### config.mk
export PLATFORM = sky130hd
export DESIGN_NAME = rsfs_sequencer
export DESIGN_NICKNAME = d
export VERILOG_FILES = /design/src/rsfs_pkg.sv /design/src/rsfs_sync.sv /design/src/rsfs_sequencer.sv
export VERILOG_INCLUDE_DIRS = /design/src /design/src/src
export SDC_FILE = /design/constraint.sdc
export NUM_CORES = 1
export LEC_CHECK = 0
export ABC_CLOCK_PERIOD_IN_PS = 3100
export BUFFER_PORTS_ARGS = -buffer_cell sky130_fd_sc_hd__clkbuf_2
export CAP_MARGIN = 0
export CORE_ASPECT_RATIO = 1.1
export CORE_MARGIN = 2
export CORE_UTILIZATION = 35
export DETAILED_ROUTE_END_ITERATION = 12
export GPL_ROUTABILITY_DRIVEN = 1
export PLACE_DENSITY_LB_ADDON = 0.12
export SYNTH_ARGS = -nofsm -noshare
export SYNTH_HDL_FRONTEND = slang
export SYNTH_SLANG_ARGS = --single-unit
### constraint.sdc
create_clock -name clk -period 3.1 [get_ports clk]
set_input_delay 0.31 -clock clk [delete_from_list [all_inputs] [get_ports clk]]
set_output_delay 0.31 -clock clk [all_outputs]
set_load 0.01 [all_outputs]
### src/rsfs_consts.svh
// constants for the regulator startup and fault sequencer
// Contract
// shutdown: phase outputs high impedance
// shutdown until enable and biases valid
// no-load id codes force shutdown
// no-load: wait two cycles, then disable
// other code after no-load runs soft-start
// no-load code never clears overvoltage shutdown
// all conditions true: soft-start immediately
// 16-cycle delay, then step every 16
// drives off while feedback above reference
// precharged above target: drives at ramp end
// power ok low until soft-start completes
// power ok low on faults and disables
// undervoltage only drops power ok
// soft-start trip: max(target+150mV, fixed level); code trips on either comparator, i.e. at the lower level
// after soft-start trip is target+150mV only
// overvoltage release hysteresis 50mV or 100mV
// overvoltage: low gates high, power ok low
// open sense: shut down, restart soft-start
// overcurrent: switches off 4096 cycles
// retry soft-start indefinitely while enabled
// synchronise analog comparator inputs
`ifndef RSFS_CONSTS_SVH
`define RSFS_CONSTS_SVH
`define RSFS_SS_DELAY_CYC 16
`define RSFS_SS_STEP_CYC 16
`define RSFS_NOLOAD_DELAY_CYC 2
`define RSFS_OC_WAIT_CYC 4096
`define RSFS_DAC_W 8
`define RSFS_MODE_SIX 2'h0
`define RSFS_MODE_FIVE_A 2'h1
`define RSFS_MODE_FIVE_B 2'h2
`define RSFS_NOLOAD_SIX_A 6'h3f
`define RSFS_NOLOAD_SIX_B 6'h3e
`define RSFS_NOLOAD_FIVE 5'h1f
// reference is in 12.5mV steps; 150mV is 12 steps
`define RSFS_OV_REL_STEPS 8'h0c
`endif

### src/rsfs_pkg.sv
// types for the regulator startup and fault sequencer
package rsfs_pkg;
    typedef enum logic [2:0] {
        RSFS_SHUTDOWN = 3'b000,
        RSFS_NOLOAD_WAIT = 3'b001,
        RSFS_SS_DELAY = 3'b010,
        RSFS_SS_RAMP = 3'b011,
        RSFS_RUN = 3'b100,
        RSFS_OC_WAIT = 3'b101
    } rsfs_state_t;
endpackage

### src/rsfs_sync.sv
// two-flop synchroniser bank for analog comparator levels
`timescale 1ns/100ps
module rsfs_sync #(
    parameter int WIDTH = 8
) (
    input wire logic clk,
    input wire logic sys_rst,
    input wire logic [WIDTH-1:0] async_in,
    output logic [WIDTH-1:0] sync_out
);
    logic [WIDTH-1:0] meta_r;
    logic [WIDTH-1:0] sync_r;

    initial begin
        if (WIDTH < 1) $error("rsfs_sync width must be positive");
    end

    // first stage feeds only the second stage
    always_ff @(posedge clk or posedge sys_rst) begin
        if (sys_rst) begin
            meta_r <= '0;
            sync_r <= '0;
        end else begin
            meta_r <= async_in;
            sync_r <= meta_r;
        end
    end

    assign sync_out = sync_r;
endmodule

### src/rsfs_sequencer.sv
// sequencing and fault protection for a two-phase buck controller
`timescale 1ns/100ps
`include "rsfs_consts.svh"
module rsfs_sequencer import rsfs_pkg::*; #(
    parameter int PHASES = 2,
    parameter int OC_WAIT_CYC = `RSFS_OC_WAIT_CYC
) (
    input wire logic clk,
    input wire logic sys_rst,
    // comparator levels from the analog section, asynchronous
    input wire logic enable_threshold_in,
    input wire logic core_bias_ok,
    input wire logic driver_bias_supply,
    input wire logic feedback_above_ref,
    input wire logic output_below_uv_trip,
    input wire logic output_above_uv_release,
    input wire logic output_above_ov_rel,
    input wire logic output_above_ov_rel_hi,
    input wire logic output_above_ov_fixed,
    input wire logic output_above_ov_fixed_rel,
    input wire logic local_output_sense_high,
    input wire logic droop_above_overcurrent_setpoint,
    // processor code and mode strap, same-domain logic
    input wire logic [5:0] voltage_id_code,
    input wire logic [1:0] id_mode,
    input wire logic [`RSFS_DAC_W-1:0] id_target,
    // outputs
    output logic [PHASES-1:0] pwm_out,
    output logic [PHASES-1:0] pwm_oe,
    output logic [PHASES-1:0] low_side_gate,
    output logic power_ok_out_o,
    output logic power_ok_out_oe,
    output logic [`RSFS_DAC_W-1:0] ramp_ref,
    output logic ov_trip_shutdown_level,
    output logic ov_fixed_trip_sel,
    output logic overvoltage_guard
);
    localparam int NSYNC = 12;
    localparam int OCW = $clog2(OC_WAIT_CYC + 1);

    initial begin
        if (PHASES < 1 || PHASES > 2) $error("rsfs_sequencer supports one or two phases");
        if (OC_WAIT_CYC < 1) $error("rsfs_sequencer overcurrent wait must be positive");
    end

    // all analog levels enter through two flops
    logic [NSYNC-1:0] raw_in;
    logic [NSYNC-1:0] syn;
    assign raw_in = {enable_threshold_in, core_bias_ok, driver_bias_supply, feedback_above_ref,
                     output_below_uv_trip, output_above_uv_release, output_above_ov_rel,
                     output_above_ov_rel_hi, output_above_ov_fixed, output_above_ov_fixed_rel,
                     local_output_sense_high, droop_above_overcurrent_setpoint};

    rsfs_sync #(.WIDTH(NSYNC)) u_sync (
        .clk(clk),
        .sys_rst(sys_rst),
        .async_in(raw_in),
        .sync_out(syn)
    );

    logic en_s, vcc_s, driver_bias_supply_s, fb_hi_s, uv_trip_s, uv_rel_s;
    logic ov_rel_s, ov_rel_hi_s, ov_fix_s, ov_fix_rel_s, open_s, oc_s;
    assign {en_s, vcc_s, driver_bias_supply_s, fb_hi_s, uv_trip_s, uv_rel_s,
            ov_rel_s, ov_rel_hi_s, ov_fix_s, ov_fix_rel_s, open_s, oc_s} = syn;

    // no-load code decode per id mode
    logic noload;
    always_comb begin
        case (id_mode)
            `RSFS_MODE_SIX: noload = (voltage_id_code == `RSFS_NOLOAD_SIX_A) ||
                                     (voltage_id_code == `RSFS_NOLOAD_SIX_B);
            `RSFS_MODE_FIVE_A,
            `RSFS_MODE_FIVE_B: noload = (voltage_id_code[4:0] == `RSFS_NOLOAD_FIVE);
            default: noload = 1'b0;
        endcase
    end

    // bias and enable gate; enable hysteresis lives in the comparator
    logic powered;
    assign powered = en_s && vcc_s && driver_bias_supply_s;

    // state registers
    rsfs_state_t state_r, state_nxt;
    logic [4:0] cnt_r, cnt_nxt;
    logic [OCW-1:0] oc_cnt_r, oc_cnt_nxt;
    logic [`RSFS_DAC_W-1:0] ref_r, ref_nxt;
    logic drive_en_r, drive_en_nxt;
    logic ss_done_r, ss_done_nxt;
    logic ov_active_r, ov_active_nxt;
    logic ov_fixed_r, ov_fixed_nxt;
    logic uv_r, uv_nxt;
    logic ov_sd_lvl_r, ov_sd_lvl_nxt;

    // overvoltage trip selection: fixed level only counts before soft-start is done
    logic ov_fix_allowed;
    logic ov_trip_now;
    assign ov_fix_allowed = !ss_done_r;
    assign ov_trip_now = ov_rel_hi_s || (ov_fix_allowed && ov_fix_s);

    // sequencing next-state logic
    always_comb begin
        state_nxt = state_r;
        cnt_nxt = cnt_r;
        oc_cnt_nxt = oc_cnt_r;
        ref_nxt = ref_r;
        drive_en_nxt = drive_en_r;
        ss_done_nxt = ss_done_r;
        ov_sd_lvl_nxt = ov_sd_lvl_r;
        if (!powered) begin
            // loss of enable or bias overrides everything
            state_nxt = RSFS_SHUTDOWN;
            ref_nxt = '0;
            drive_en_nxt = 1'b0;
            ss_done_nxt = 1'b0;
            ov_sd_lvl_nxt = 1'b1;
        end else if (open_s) begin
            // open sense line: shut down, resume from start of soft-start
            state_nxt = RSFS_SHUTDOWN;
            ref_nxt = '0;
            drive_en_nxt = 1'b0;
            ss_done_nxt = 1'b0;
        end else if (oc_s && state_r != RSFS_OC_WAIT && state_r != RSFS_SHUTDOWN) begin
            state_nxt = RSFS_OC_WAIT;
            oc_cnt_nxt = '0;
            drive_en_nxt = 1'b0;
            ss_done_nxt = 1'b0;
            ref_nxt = '0;
        end else begin
            case (state_r)
                RSFS_SHUTDOWN: begin
                    ov_sd_lvl_nxt = 1'b1;
                    if (!noload) begin
                        state_nxt = RSFS_SS_DELAY;
                        cnt_nxt = '0;
                        ref_nxt = '0;
                        ov_sd_lvl_nxt = 1'b0;
                    end
                end
                RSFS_NOLOAD_WAIT: begin
                    if (!noload) begin
                        state_nxt = RSFS_RUN;
                    end else if (cnt_r == 5'(`RSFS_NOLOAD_DELAY_CYC - 1)) begin
                        state_nxt = RSFS_SHUTDOWN;
                        drive_en_nxt = 1'b0;
                        ss_done_nxt = 1'b0;
                        ref_nxt = '0;
                        ov_sd_lvl_nxt = 1'b1;
                    end else begin
                        cnt_nxt = cnt_r + 5'h01;
                    end
                end
                RSFS_SS_DELAY: begin
                    if (noload) begin
                        state_nxt = RSFS_NOLOAD_WAIT;
                        cnt_nxt = '0;
                    end else if (cnt_r == 5'(`RSFS_SS_DELAY_CYC - 1)) begin
                        state_nxt = RSFS_SS_RAMP;
                        cnt_nxt = '0;
                    end else begin
                        cnt_nxt = cnt_r + 5'h01;
                    end
                end
                RSFS_SS_RAMP: begin
                    // drives come on once the reference passes the feedback node
                    if (!fb_hi_s) begin
                        drive_en_nxt = 1'b1;
                    end
                    if (noload) begin
                        state_nxt = RSFS_NOLOAD_WAIT;
                        cnt_nxt = '0;
                    end else if (ref_r >= id_target) begin
                        state_nxt = RSFS_RUN;
                        drive_en_nxt = 1'b1;
                        ss_done_nxt = 1'b1;
                    end else if (cnt_r == 5'(`RSFS_SS_STEP_CYC - 1)) begin
                        ref_nxt = ref_r + 8'h01;
                        cnt_nxt = '0;
                    end else begin
                        cnt_nxt = cnt_r + 5'h01;
                    end
                end
                RSFS_RUN: begin
                    // id changes in run track the target directly
                    ref_nxt = id_target;
                    if (noload) begin
                        state_nxt = RSFS_NOLOAD_WAIT;
                        cnt_nxt = '0;
                    end
                end
                RSFS_OC_WAIT: begin
                    if (oc_cnt_r == OCW'(OC_WAIT_CYC - 1)) begin
                        state_nxt = RSFS_SS_DELAY;
                        cnt_nxt = '0;
                    end else begin
                        oc_cnt_nxt = oc_cnt_r + 1'b1;
                    end
                end
                default: begin
                    state_nxt = RSFS_SHUTDOWN;
                end
            endcase
        end
    end

    always_ff @(posedge clk or posedge sys_rst) begin
        if (sys_rst) begin
            state_r <= RSFS_SHUTDOWN;
            cnt_r <= '0;
            oc_cnt_r <= '0;
            ref_r <= '0;
            drive_en_r <= 1'b0;
            ss_done_r <= 1'b0;
            ov_sd_lvl_r <= 1'b1;
        end else begin
            state_r <= state_nxt;
            cnt_r <= cnt_nxt;
            oc_cnt_r <= oc_cnt_nxt;
            ref_r <= ref_nxt;
            drive_en_r <= drive_en_nxt;
            ss_done_r <= ss_done_nxt;
            ov_sd_lvl_r <= ov_sd_lvl_nxt;
        end
    end

    // overvoltage and undervoltage monitors; the no-load path never touches ov state
    always_comb begin
        ov_active_nxt = ov_active_r;
        ov_fixed_nxt = ov_fixed_r;
        uv_nxt = uv_r;
        if (!powered) begin
            ov_active_nxt = 1'b0;
            ov_fixed_nxt = 1'b0;
        end else if (!ov_active_r) begin
            if (ov_trip_now) begin
                ov_active_nxt = 1'b1;
                ov_fixed_nxt = !ov_rel_hi_s;
            end
        end else if (ov_fixed_r ? !ov_fix_rel_s : !ov_rel_s) begin
            // release 100mV below a fixed trip, 50mV below a relative one
            ov_active_nxt = 1'b0;
            ov_fixed_nxt = 1'b0;
        end
        if (!powered || !ss_done_r) begin
            uv_nxt = 1'b0;
        end else if (uv_trip_s) begin
            uv_nxt = 1'b1;
        end else if (uv_rel_s) begin
            uv_nxt = 1'b0;
        end
    end

    always_ff @(posedge clk or posedge sys_rst) begin
        if (sys_rst) begin
            ov_active_r <= 1'b0;
            ov_fixed_r <= 1'b0;
            uv_r <= 1'b0;
        end else begin
            ov_active_r <= ov_active_nxt;
            ov_fixed_r <= ov_fixed_nxt;
            uv_r <= uv_nxt;
        end
    end

    // output stage, registered except pwm_out and power_ok_out_o, which are tied low
    logic [PHASES-1:0] pwm_oe_nxt, lg_nxt;
    logic pok_nxt;
    logic driving;
    assign driving = drive_en_r && (state_r == RSFS_SS_RAMP || state_r == RSFS_RUN ||
                                    state_r == RSFS_NOLOAD_WAIT);

    genvar gi;
    generate
        for (gi = 0; gi < PHASES; gi++) begin : g_phase
            // high impedance whenever not driving or in overvoltage; low side gates are on only during overvoltage
            assign pwm_oe_nxt[gi] = driving && !ov_active_r;
            assign lg_nxt[gi] = ov_active_r;
        end
    endgenerate

    // power ok released only after soft-start and without faults; open drain low when enabled
    assign pok_nxt = ss_done_r && state_r == RSFS_RUN && !uv_r && !ov_active_r && !noload;

    logic [PHASES-1:0] pwm_oe_r, lg_r;
    logic pok_oe_r;
    logic [`RSFS_DAC_W-1:0] ramp_ref_r;
    logic ov_sd_out_r, ov_fix_sel_r, ovg_r;

    always_ff @(posedge clk or posedge sys_rst) begin
        if (sys_rst) begin
            pwm_oe_r <= '0;
            lg_r <= '0;
            pok_oe_r <= 1'b1;
            ramp_ref_r <= '0;
            ov_sd_out_r <= 1'b1;
            ov_fix_sel_r <= 1'b0;
            ovg_r <= 1'b0;
        end else begin
            pwm_oe_r <= pwm_oe_nxt;
            lg_r <= lg_nxt;
            pok_oe_r <= !pok_nxt;
            ramp_ref_r <= ref_r;
            ov_sd_out_r <= ov_sd_lvl_r;
            ov_fix_sel_r <= ov_fix_allowed;
            ovg_r <= ov_active_r;
        end
    end

    assign pwm_out = '0;
    assign pwm_oe = pwm_oe_r;
    assign low_side_gate = lg_r;
    assign power_ok_out_o = 1'b0;
    assign power_ok_out_oe = pok_oe_r;
    assign ramp_ref = ramp_ref_r;
    assign ov_trip_shutdown_level = ov_sd_out_r;
    assign ov_fixed_trip_sel = ov_fix_sel_r;
    assign overvoltage_guard = ovg_r;
endmodule

==> results of run 1 <==
-- per-layer routing --
metal  share of wire  global-route usage  wire length, um
met5               0                   0                0
met4           0.019              0.0597              138
met3           0.039              0.0351              278
met2            0.49               0.248             3440
met1            0.46               0.190             3230
-- kinds of logic after synthesis --
group,after synthesis,synth area share
other,1,0.00110
AOI/OAI and AO/OA,71,0.158
muxes,4,0.0125
buffers and inverters,34,0.0447
xor gates and xnor gates,14,0.0359
DFF,72,0.529
and+or+nand+nor,107,0.160
adders and majority gates,16,0.0586
-- report_power, final --
| group | internal, mW | switching, mW | total [mW] | leakage (nW) |
|---|---|---|---|---|
| Combinational | 0.0455 | 0.0619 | 0.107 | 0.917 |
| Sequential | 0.965 | 0.0184 | 0.984 | 0.930 |
| Clock | 0.378 | 0.379 | 0.757 | 0.100 |
| Total | 1.39 | 0.459 | 1.85 | 1.95 |
-- cell usage after synthesis (all sizes together) (4+ instances only) --
cell type and count:
nand2 22, a21o 4, inv 20, ha 16, dfrtp 69, a32o 6
nand3 19, and3 9, nor2 26, nand4 4, o31ai 5, clkbuf 4
buf 10, a21oi 11, xor2 12, nor3 6, nor2b 5, o21ai 12
-- worst max-delay path, stage by stage, from the launching register on --
cell,delay (ps)
dfrtp_1,550
nor2b_1,270
o31ai_2,460
nand3_1,120
or4_1,550
or2_4,310
o31ai_1,230
-- per-stage QoR --
stage          setup WS (ps)  total power [mW]  hold slack [ps]  cell area, um^2   util
2_1_floorplan            626              1.07              331             3420      -
3_3_place_gp             520              1.11              333             3780  0.400
5_1_grt                  296              1.94             28.2             3980  0.422
6_report                 515              1.85             12.9             3980  0.422
3_5_place_dp             448              1.11              335             3780  0.400
4_1_cts                  483              1.88             18.7             3980  0.422
-- registers in the layout (all words and copies together) (netlist names) --
register,flops
ss_done_r,1
state_r,3
ov_trip_shutdown_level,1
ov_sd_lvl_r,1
u_sync.sync_out,12
power_ok_out_oe,1
overvoltage_guard,1
u_sync.meta_r,12
ramp_ref,8
ov_fixed_trip_sel,1
pwm_oe,1
ov_fixed_r,1
ref_r,8
drive_en_r,1
oc_cnt_r,13
cnt_r,5
uv_r,1
ov_active_r,1
-- path summary, 6_finish.rpt --
check                      slack, ps                  to  cells past startpoint             startpoint
max                              510            cnt_r[1]                      6             state_r[0]
min                               10    u_sync.meta_r[1]                      3                sys_rst
max reg2reg                      510            cnt_r[1]                      6             state_r[0]
min reg2reg                      350  u_sync.sync_out[4]                      0       u_sync.meta_r[4]
max in group asynchronous       2760     power_ok_out_oe                      3                sys_rst
min in group clk                  60    u_sync.meta_r[3]                      1  output_above_ov_fixed
-- cell type report --
| type | instances | area, um^2 | share of cell area |
|---|---|---|---|
| timing repair buffer | 52 | 290 | 0.0729 |
| sequential | 72 | 1810 | 0.453 |
| tap | 117 | 146 | 0.0368 |
| clock buffer | 9 | 124 | 0.0311 |
| clock inverter | 7 | 77.6 | 0.0195 |
| multi-input combinational | 215 | 1460 | 0.368 |
| inverter | 20 | 75.1 | 0.0189 |
==> PnR_summary.wiki, run 1 <==
{| class="wikitable"
! Metric !! Value
|-
| Overflow after GRT || 0
|-
| Static Leakage || ~2 nW
|-
| Final-layout setup total negative slack || 0 ps
|-
| Most frequent standard cell in the layout excluding fill and tap cells || dfrtp_1
|-
| Final Cycle Share || 0.834
|-
| DP Wirelength || between 5 and 6 mm
|-
| Clock-pin slew of the registers on the worst-case setup and hold paths || around 80 ps
|-
| Chip width || 98.2 um
|-
| Die outline area || 10600 um^2
|-
| Main synth FF type || dfrtp_1
|-
| Peak VDD IR || approximately 310 uV
|-
| Total routing usage reported by global routing || 0.150
|-
| Kind of capture point of the worst setup path || flop
|-
| Hold Buf Count CTS || 0
|-
| Number of antenna violations at the first check in global routing || 0
|-
| Share of final-layout standard cells stronger than drive strength 1 || 0.221
|-
| GPL Wtd Cong || around 0.86
|-
| Remaining antenna violation count after routing || 0
|-
| Critical Path AT || approximately 2800 ps
|-
| Max Slew Vio Count || 0
|-
| Routed length per instance || 14.4 um
|-
| I/O pin cnt || a little under 50
|-
| Worst Clk Skew || 10.7 ps
|-
| Number of clock sinks seen by CTS || slightly above 70
|-
| Setup violation total in the final timing report || 0
|-
| Total count of hold-check failures in the final report || 0
|-
| Core region area || 9440 um^2
|-
| Netlist cell types || 63
|-
| Share of the synthesized area in the top cell type || 0.506
|-
| Slew HR || 0.518
|-
| Initial core utilization || 0.362
|-
| DRC violation total after the first TritonRoute iteration || around 100
|-
| Number of global-route vias before repair || about 2600
|-
| Path class of the lowest-slack min-delay path || input port to async pin
|-
| Skew-Pair Late Insertion Delay || between 300 and 400 ps
|-
| Critical path type || flop to flop
|-
| RSZ-0062 raised after global routing || false
|-
| Number of detailed-route iterations in the first pass || 4
|-
| Cell at the root of the clock tree || clkbuf_8
|-
| Max-cap violation count || 0
|-
| IO buf count || 45
|-
| Seq/Total Area, Yosys || 0.529
|-
| Leading cell types in the layout, fill and taps excluded || 69 x dfrtp_1, 45 x clkbuf_2, 26 x nor2_1
|-
| Ant diodes || 0
|-
| Row cnt || 37
|-
| Clock tree from TritonCTS || yes
|-
| Crit Path Max Fanout || 15
|-
| Post-layout nets || 416
|-
| DRC violations left || 0
|-
| Worst EP required || 3360 ps
|-
| Proportion of register bits with asynchronous set or reset after synthesis || 1.00
|-
| Leading area contributor after synthesis || dfrtp_1
|-
| Via count of the routed design || around 2500
|-
| Maximum number of pins on one net before global-route repair || 73
|-
| Fill count || between 900 and 1000
|-
| Top area cells in the synthesized netlist || dfrtp_1 51%, ha_1 5.9%, xor2_1 3.1%, nor2_1 2.9%, nand3_1 2.8%
|-
| Minimum period implied by the final worst setup slack || between 2000 and 3000 ps
|-
| Average cell area after synthesis || ~11 um^2
|-
| Gate Count Post-Synth || between 300 and 400
|-
| Chip Height || approximately 110 um
|-
| Final non-filler cell total || about 490
|-
| Power per cell area || between 400 and 500 nW/um^2
|-
| PostCTS Resize Cnt || 0
|-
| Run status || finished, final reports clean
|-
| Post-CTS setup buffers || 0
|-
| Buffer depth of the longest clock path || 2
|-
| Number of enable-type register cells in the synthesized netlist || 0
|-
| Number of instances in the placed design || around 480
|-
| H-tree depth || 3
|-
| CP Launch Type || flop
|-
| Seq cells post-synth || 72
|-
| Global-route wire length before repair || between 10 and 15 mm
|-
| Warning count from the yosys run || 0
|-
| TritonCTS buffer count || 9
|-
| Routed wire length || about 7 mm
|-
| Least-Margin Pin Slew || 723 ps
|-
| Synth Cell Area || ~3400 um^2
|-
| Achievable Freq || roughly 390 MHz
|-
| Relative area change from synthesis to final layout || 16.6%
|-
| Vias per cell || 5.17
|}
No activity file was read; power rests on OpenSTA's default activity.
==> inputs of run 2 (changes only) <==
ABC_AREA = 1   (was not set)
ABC_CLOCK_PERIOD_IN_PS = 2200   (was 3100)
clock period = 2.2 ns   (was 3.1 ns; I/O delays follow)
==> PnR_summary.wiki, run 2 <==
{| class="wikitable"
! Metric !! Value
|-
| Main synth FF type || dfrtp_1
|-
| Top register by number of flip-flops || oc_cnt_r
|-
| Worst R2R Path Depth || 10 (+4)
|-
| Total count of hold-check failures in the final report || 0 (unchanged)
|-
| H-tree depth || 3 (unchanged)
|-
| Achievable Freq || 514 MHz (+33%)
|-
| RSZ-0062 raised after global routing || false
|-
| Gate Count Post-Synth || 449 (+41%)
|-
| Most frequent standard cell in the layout excluding fill and tap cells || nand2_1
|-
| Post-layout nets || 570 (+37%)
|-
| GPL Wtd Cong || 0.856 (about the same)
|-
| CP Launch Type || flop
|-
| Max Slew Vio Count || 0 (unchanged)
|-
| Number of enable-type register cells in the synthesized netlist || 0 (unchanged)
|-
| Clock-pin slew of the registers on the worst-case setup and hold paths || 60 ps (-20 ps)
|-
| Most frequent cell on the critical path || nand3_1
|-
| Netlist cell types || 39 (-38%)
|-
| Peak VDD IR || 368 uV (+18%)
|-
| Core region area || 10300 um^2 (+9.5%)
|-
| Cell with the most instances after synthesis || nand2_1
|-
| Overflow after GRT || 0 (unchanged)
|-
| Post-CTS setup buffers || 0 (unchanged)
|-
| Remaining antenna violation count after routing || 0 (unchanged)
|-
| Sw Pwr || 0.703 mW (+53%)
|-
| Die outline area || 11500 um^2 (+8.5%)
|-
| Int Pwr || 2.31 mW (+66%)
|-
| Leading area contributor after synthesis || dfrtp_1
|-
| DP Wirelength || 6.13 mm (+21%)
|-
| I/O pin cnt || 49 (unchanged)
|-
| Critical path endpoint || state_r[2]
|-
| Kind of capture point of the worst setup path || flop
|-
| Number of global-route vias before repair || 3174 (+24%)
|-
| Worst EP required || 2470 ps (-890 ps)
|-
| Destination of the worst register-to-register timing path || state_r[2]
|-
| Critical path buffer and inverter count || 2 (+2)
|-
| Maximum number of pins on one net before global-route repair || 73 (unchanged)
|-
| Static Leakage || 2.29 nW (+18%)
|-
| Cell chain of the critical path || ha_1, nand3_1, inv_1, ha_1, inv_1, nand4_1, nand3_1, a21boi_0, nand3_1, nand2_1
|-
| Cell at the root of the clock tree || clkbuf_16
|-
| Proportion of register bits with asynchronous set or reset after synthesis || 1.00 (unchanged)
|-
| Final design area excluding fillers || 4630 um^2 (+16%)
|-
| Share of final-layout standard cells stronger than drive strength 1 || 0.195 (-0.0266)
|-
| Final-layout setup total negative slack || 0 ps (unchanged)
|-
| Row cnt || 39 (+5.4%)
|-
| Fill count || 1059 (+11%)
|-
| Number of antenna violations at the first check in global routing || 0 (unchanged)
|-
| Hold_ws || 252 ps (+239 ps)
|-
| TritonCTS buffer count || 9 (unchanged)
|-
| Total routing usage reported by global routing || 0.161 (+0.0118)
|-
| Reg2reg setup slack || 250 ps (-260 ps)
|-
| Crit Path Max Fanout || 5 (-10)
|-
| Category of cells accounting for the largest share of critical-path delay || simple AND/OR/NAND/NOR gates
|-
| Synth Cell Area || 3720 um^2 (+8.9%)
|-
| Warning count from the yosys run || 0 (unchanged)
|-
| Global-route wire length before repair || 14.6 mm (+17%)
|-
| Highest-delay cell along the critical path || dfrtp_1
|-
| Routed length per instance || 12.5 um (-13%)
|-
| Chip width || 102 um (+4.2%)
|-
| Routed wire length || 8.41 mm (+19%)
|-
| Minimum period implied by the final worst setup slack || 1950 ps (-639 ps)
|-
| Skew-Pair Late Insertion Delay || 340 ps (about the same)
|-
| Worst Clk Skew || 8.70 ps (-1.96 ps)
|-
| Seq cells post-synth || 72 (unchanged)
|-
| Overall power consumption || 3.01 mW (+63%)
|-
| Leading cell types in the layout, fill and taps excluded || 101 x nand2_1, 69 x dfrtp_1, 52 x inv_1
|-
| Setup violation total in the final timing report || 0 (unchanged)
|-
| DRC violations left || 0 (unchanged)
|-
| Share of the synthesized area in the top cell type || 0.464 (-0.0412)
|-
| Average cell area after synthesis || 8.28 um^2 (-23%)
|-
| Sequential share of power || 0.454 (-0.078)
|-
| Top area cells in the synthesized netlist || dfrtp_1 46%, nand2_1 10%, nand3_1 6.1%, ha_1 5.4%, inv_1 5.4%
|-
| Worst reg2reg startpoint || cnt_r[0]
|-
| Share of power burned in combinational logic || 0.054 (-0.004)
|-
| Max-cap violation count || 0 (unchanged)
|-
| Max FFs per register || 13 (unchanged)
|-
| Final Cycle Share || 0.884 (+0.0505)
|-
| Number of clock sinks seen by CTS || 72 (unchanged)
|-
| IO buf count || 45 (unchanged)
|-
| Placed instance area || 4180 um^2 (+11%)
|-
| Vias per cell || 4.74 (-8.4%)
|-
| Relative area change from synthesis to final layout || 24.5%
|-
| Largest stage delay on the critical path || 410 ps (-140 ps)
|-
| Run status || finished, final reports clean
|-
| Ant diodes || 0 (unchanged)
|-
| Buffer depth of the longest clock path || 2 (unchanged)
|-
| Part of the power in the clock network || 0.493 (+0.083)
|-
| Beginning of the critical path || cnt_r[0]
|-
| Seq/Total Area, Yosys || 0.486 (-0.0431)
|-
| Number of detailed-route iterations in the first pass || 4 (unchanged)
|-
| Chip Height || 112 um (+4.2%)
|-
| DRC violation total after the first TritonRoute iteration || 148 (+42%)
|-
| Path class of the lowest-slack min-delay path || input port to flop
|-
| Clock tree from TritonCTS || yes
|-
| Most numerous cell types in the synthesized netlist || 102 x nand2_1, 69 x dfrtp_1, 53 x inv_1, 45 x nand3_1, 33 x nor2_1
|-
| Sw Ratio || 0.233 (-0.0152)
|-
| Critical path depth || 10 (+4)
|-
| Critical Path AT || 2220 ps (-620 ps)
|-
| Power per cell area || 651 nW/um^2 (+40%)
|-
| Critical path type || flop to flop
|-
| Initial core utilization || 0.359 (-0.00222)
|-
| Via count of the routed design || 3184 (+25%)
|}
-- run 2: how the worst min path moves through the flow --
stage	start	to	cells past startpoint
final	id_target[7]	ref_r[7]	5
after detailed placement	sys_rst	u_sync.meta_r[10]	3
after global placement	sys_rst	u_sync.meta_r[11]	3
after floorplan	droop_above_overcurrent_setpoint	u_sync.meta_r[0]	0
after global routing	id_target[6]	ref_r[6]	5
after CTS	id_target[6]	ref_r[6]	5
-- run 2: per-stage QoR --
stage	util	worst slack (ps)	std cells
floorplan	-	160	451
global placement	0.404	174	643
detailed placement	0.404	164	643
CTS	0.446	156	672
global route	0.447	64.3	672
finish	0.447	254	672
-- run 2: layout make-up --
cell class | count | area, um^2 | share of cell area
Inverter | 60 | 225 | 0.0487
Clock buffer | 9 | 225 | 0.0487
Clock inverter | 7 | 75.1 | 0.0162
Tap cell | 143 | 179 | 0.0387
Sequential cell | 72 | 1810 | 0.390
Multi-Input combinational cell | 307 | 1630 | 0.352
Timing Repair Buffer | 74 | 488 | 0.105
-- run 2: power groups by stage --
stage | combinational, mW | sequential, mW | clock (mW)
2_1_floorplan | 0.0877 | 1.39 | 0
3_3_place_gp | 0.146 | 1.39 | 0
3_5_place_dp | 0.148 | 1.39 | 0
4_1_cts | 0.166 | 1.37 | 1.53
5_1_grt | 0.187 | 1.37 | 1.58
6_report | 0.162 | 1.37 | 1.49
-- run 2: worst register-to-register path: stages (launching register included) --
cell	delay, ps
dfrtp_1	410
ha_1	210
nand3_1	130
inv_1	80
ha_1	260
inv_1	60
nand4_1	90
nand3_1	110
a21boi_0	320
nand3_1	130
nand2_1	80
-- run 2: logic make-up after synthesis --
group,synth area share
simple gates,0.287
other cells,0.00101
fa+ha+maj,0.0539
xor+xnor,0.0118
buf+inv,0.0818
compound gates,0.0784
flops,0.486
-- run 2: what timing repair did --
item,CTS,global route
hold buffers,13,0
endpoints found under the setup margin,0,9
gates resized for setup,0,3
hold endpoints to repair,81,0
-- run 2: per-layer routing --
metal	up-vias	part of all wire	global-route usage
li1	1619	-	-
met1	1486	0.46	0.204
met2	71	0.49	0.270
met3	8	0.041	0.0423
met4	0	0.011	0.0498
met5	-	0	0
==> inputs of run 3 (changes only) <==
CELL_PAD_IN_SITES_DETAIL_PLACEMENT = 1   (was not set)
CELL_PAD_IN_SITES_GLOBAL_PLACEMENT = 1   (was not set)
==> PnR_summary.wiki, run 3 (synthesis results as in run 2) <==
{| class="wikitable"
! Metric !! Value
|-
| Run status || finished, final reports clean
|-
| CP Launch Type || flop
|-
| Most frequent standard cell in the layout excluding fill and tap cells || nand2_1
|-
| Worst Clk Skew || 9.18 ps (+0.480 ps)
|-
| Achievable Freq || 518 MHz (+0.71%)
|-
| Routed wire length || 9.61 mm (+14%)
|-
| IO buf count || 45 (unchanged)
|-
| Number of global-route vias before repair || 3389 (+6.8%)
|-
| Number of clock sinks seen by CTS || 72 (unchanged)
|-
| TritonCTS buffer count || 9 (unchanged)
|-
| Cell at the root of the clock tree || clkbuf_16
|-
| Via count of the routed design || 3254 (+2.2%)
|-
| Reg2reg setup slack || 270 ps (about the same)
|-
| Total routing usage reported by global routing || 0.185 (+0.0236)
|-
| DRC violations left || 0 (unchanged)
|-
| Max FFs per register || 13 (unchanged)
|-
| Maximum number of pins on one net before global-route repair || 73 (unchanged)
|-
| Die outline area || 11500 um^2 (unchanged)
|-
| Buffer depth of the longest clock path || 2 (unchanged)
|-
| Chip width || 102 um (unchanged)
|-
| Relative area change from synthesis to final layout || 23.9%
|-
| Destination of the worst register-to-register timing path || ref_r[7]
|-
| Worst R2R Path Depth || 8 (-2)
|-
| Placed instance area || 4200 um^2 (+0.36%)
|-
| Final Cycle Share || 0.878 (-0.00626)
|-
| Final design area excluding fillers || 4610 um^2 (-0.46%)
|-
| Skew-Pair Late Insertion Delay || 340 ps (about the same)
|-
| Vias per cell || 4.83 (+1.9%)
|-
| Overflow after GRT || 0 (unchanged)
|-
| Setup violation total in the final timing report || 0 (unchanged)
|-
| Routed length per instance || 14.3 um (+14%)
|-
| Crit Path Max Fanout || 16 (+11)
|-
| Global-route wire length before repair || 16.5 mm (+13%)
|-
| Final-layout setup total negative slack || 0 ps (unchanged)
|-
| Total count of hold-check failures in the final report || 0 (unchanged)
|-
| Overall power consumption || 2.89 mW (-4.3%)
|-
| Number of detailed-route iterations in the first pass || 4 (unchanged)
|-
| Initial core utilization || 0.359 (unchanged)
|-
| Post-layout nets || 572 (+0.35%)
|-
| DP Wirelength || 6.99 mm (+14%)
|-
| Minimum period implied by the final worst setup slack || 1930 ps (-13.8 ps)
|-
| Number of antenna violations at the first check in global routing || 0 (unchanged)
|-
| Core region area || 10300 um^2 (unchanged)
|-
| Worst reg2reg startpoint || state_r[0]
|-
| Top register by number of flip-flops || oc_cnt_r
|-
| Share of final-layout standard cells stronger than drive strength 1 || 0.192 (-0.00262)
|-
| Critical path type || flop to flop
|-
| Critical path endpoint || ref_r[7]
|-
| Remaining antenna violation count after routing || 0 (unchanged)
|-
| Clock-pin slew of the registers on the worst-case setup and hold paths || 60 ps (about the same)
|-
| Critical Path AT || 2140 ps (-80 ps)
|-
| Row cnt || 39 (unchanged)
|-
| Clock tree from TritonCTS || yes
|-
| Beginning of the critical path || state_r[0]
|-
| I/O pin cnt || 49 (unchanged)
|-
| Path class of the lowest-slack min-delay path || input port to flop
|-
| H-tree depth || 3 (unchanged)
|-
| Power per cell area || 626 nW/um^2 (-3.8%)
|-
| GPL Wtd Cong || 0.786 (-8.2%)
|-
| DP Worst Slack || 137 ps (-27.8 ps)
|-
| Max Slew Vio Count || 0 (unchanged)
|-
| Max-cap violation count || 0 (unchanged)
|-
| Peak VDD IR || 301 uV (-18%)
|-
| DRC violation total after the first TritonRoute iteration || 170 (+15%)
|-
| Ant diodes || 0 (unchanged)
|-
| Chip Height || 112 um (unchanged)
|-
| Leading cell types in the layout, fill and taps excluded || 102 x nand2_1, 69 x dfrtp_1, 52 x inv_1
|-
| Static Leakage || 2.28 nW (-0.51%)
|-
| Kind of capture point of the worst setup path || flop
|-
| RSZ-0062 raised after global routing || false
|-
| Final Util || 0.445 (-0.00206)
|-
| Worst EP required || 2410 ps (-60 ps)
|-
| Post-layout worst setup margin || 268 ps (+13.8 ps)
|}
-- run 3: how the worst min path moves through the flow --
stage / end / start / slack (ps) / cells past startpoint
3_3_place_gp: overvoltage_guard / sys_rst / 320 / 3
4_1_cts: ref_r[7] / id_target[7] / 270 / 5
2_1_floorplan: u_sync.meta_r[0] / droop_above_overcurrent_setpoint / 250 / 0
6_report: ref_r[7] / id_target[7] / 270 / 5
5_1_grt: ref_r[7] / id_target[7] / 320 / 5
3_5_place_dp: ov_fixed_r / sys_rst / 330 / 3
-- run 3: cell type report --
class,instances,area (um^2)
clock inverter,6,42.5
fill,1280,5740
inverter,60,225
sequential,72,1810
multi-input combinational,307,1620
clock buffer,10,229
timing repair buffer,76,503
tap,143,179
-- run 3: power by group --
group	switching (mW)	total (mW)	internal, mW	leakage (nW)
sequential	0.0141	1.37	1.35	0.934
clock	0.583	1.35	0.767	0.129
combinational	0.0991	0.167	0.0678	1.21
-- run 3: through the flow --
stage	hold slack (ps)	std cells
3_3_place_gp	320	645
3_5_place_dp	329	645
4_1_cts	272	674
2_1_floorplan	251	451
6_report	269	674
5_1_grt	324	674
-- run 3: what timing repair did --
| action | in CTS | in global routing |
|---|---|---|
| hold buffers | 13 | 0 |
| endpoints found under the hold margin | 81 | 0 |
| resized for setup | 0 | 1 |
| endpoints found under the setup margin | 0 | 6 |
| buffers inserted | 0 | 0 |
-- run 3: critical path, cell delays in order, from the launching register on --
cell	delay, ps
dfrtp_1	460
nor2_1	320
nand2_4	110
nand3_4	170
nand2_4	90
nor2_1	200
nand2_1	140
nand3_4	190
o21ai_0	130
-- run 3: routing by layer --
layer  up-vias  part of all wire  track usage
met4         0             0.018       0.0676
met2        55              0.48        0.307
met3        14             0.035       0.0380
met1      1564              0.46        0.238
li1       1621                 -            -
met5         -                 0            0
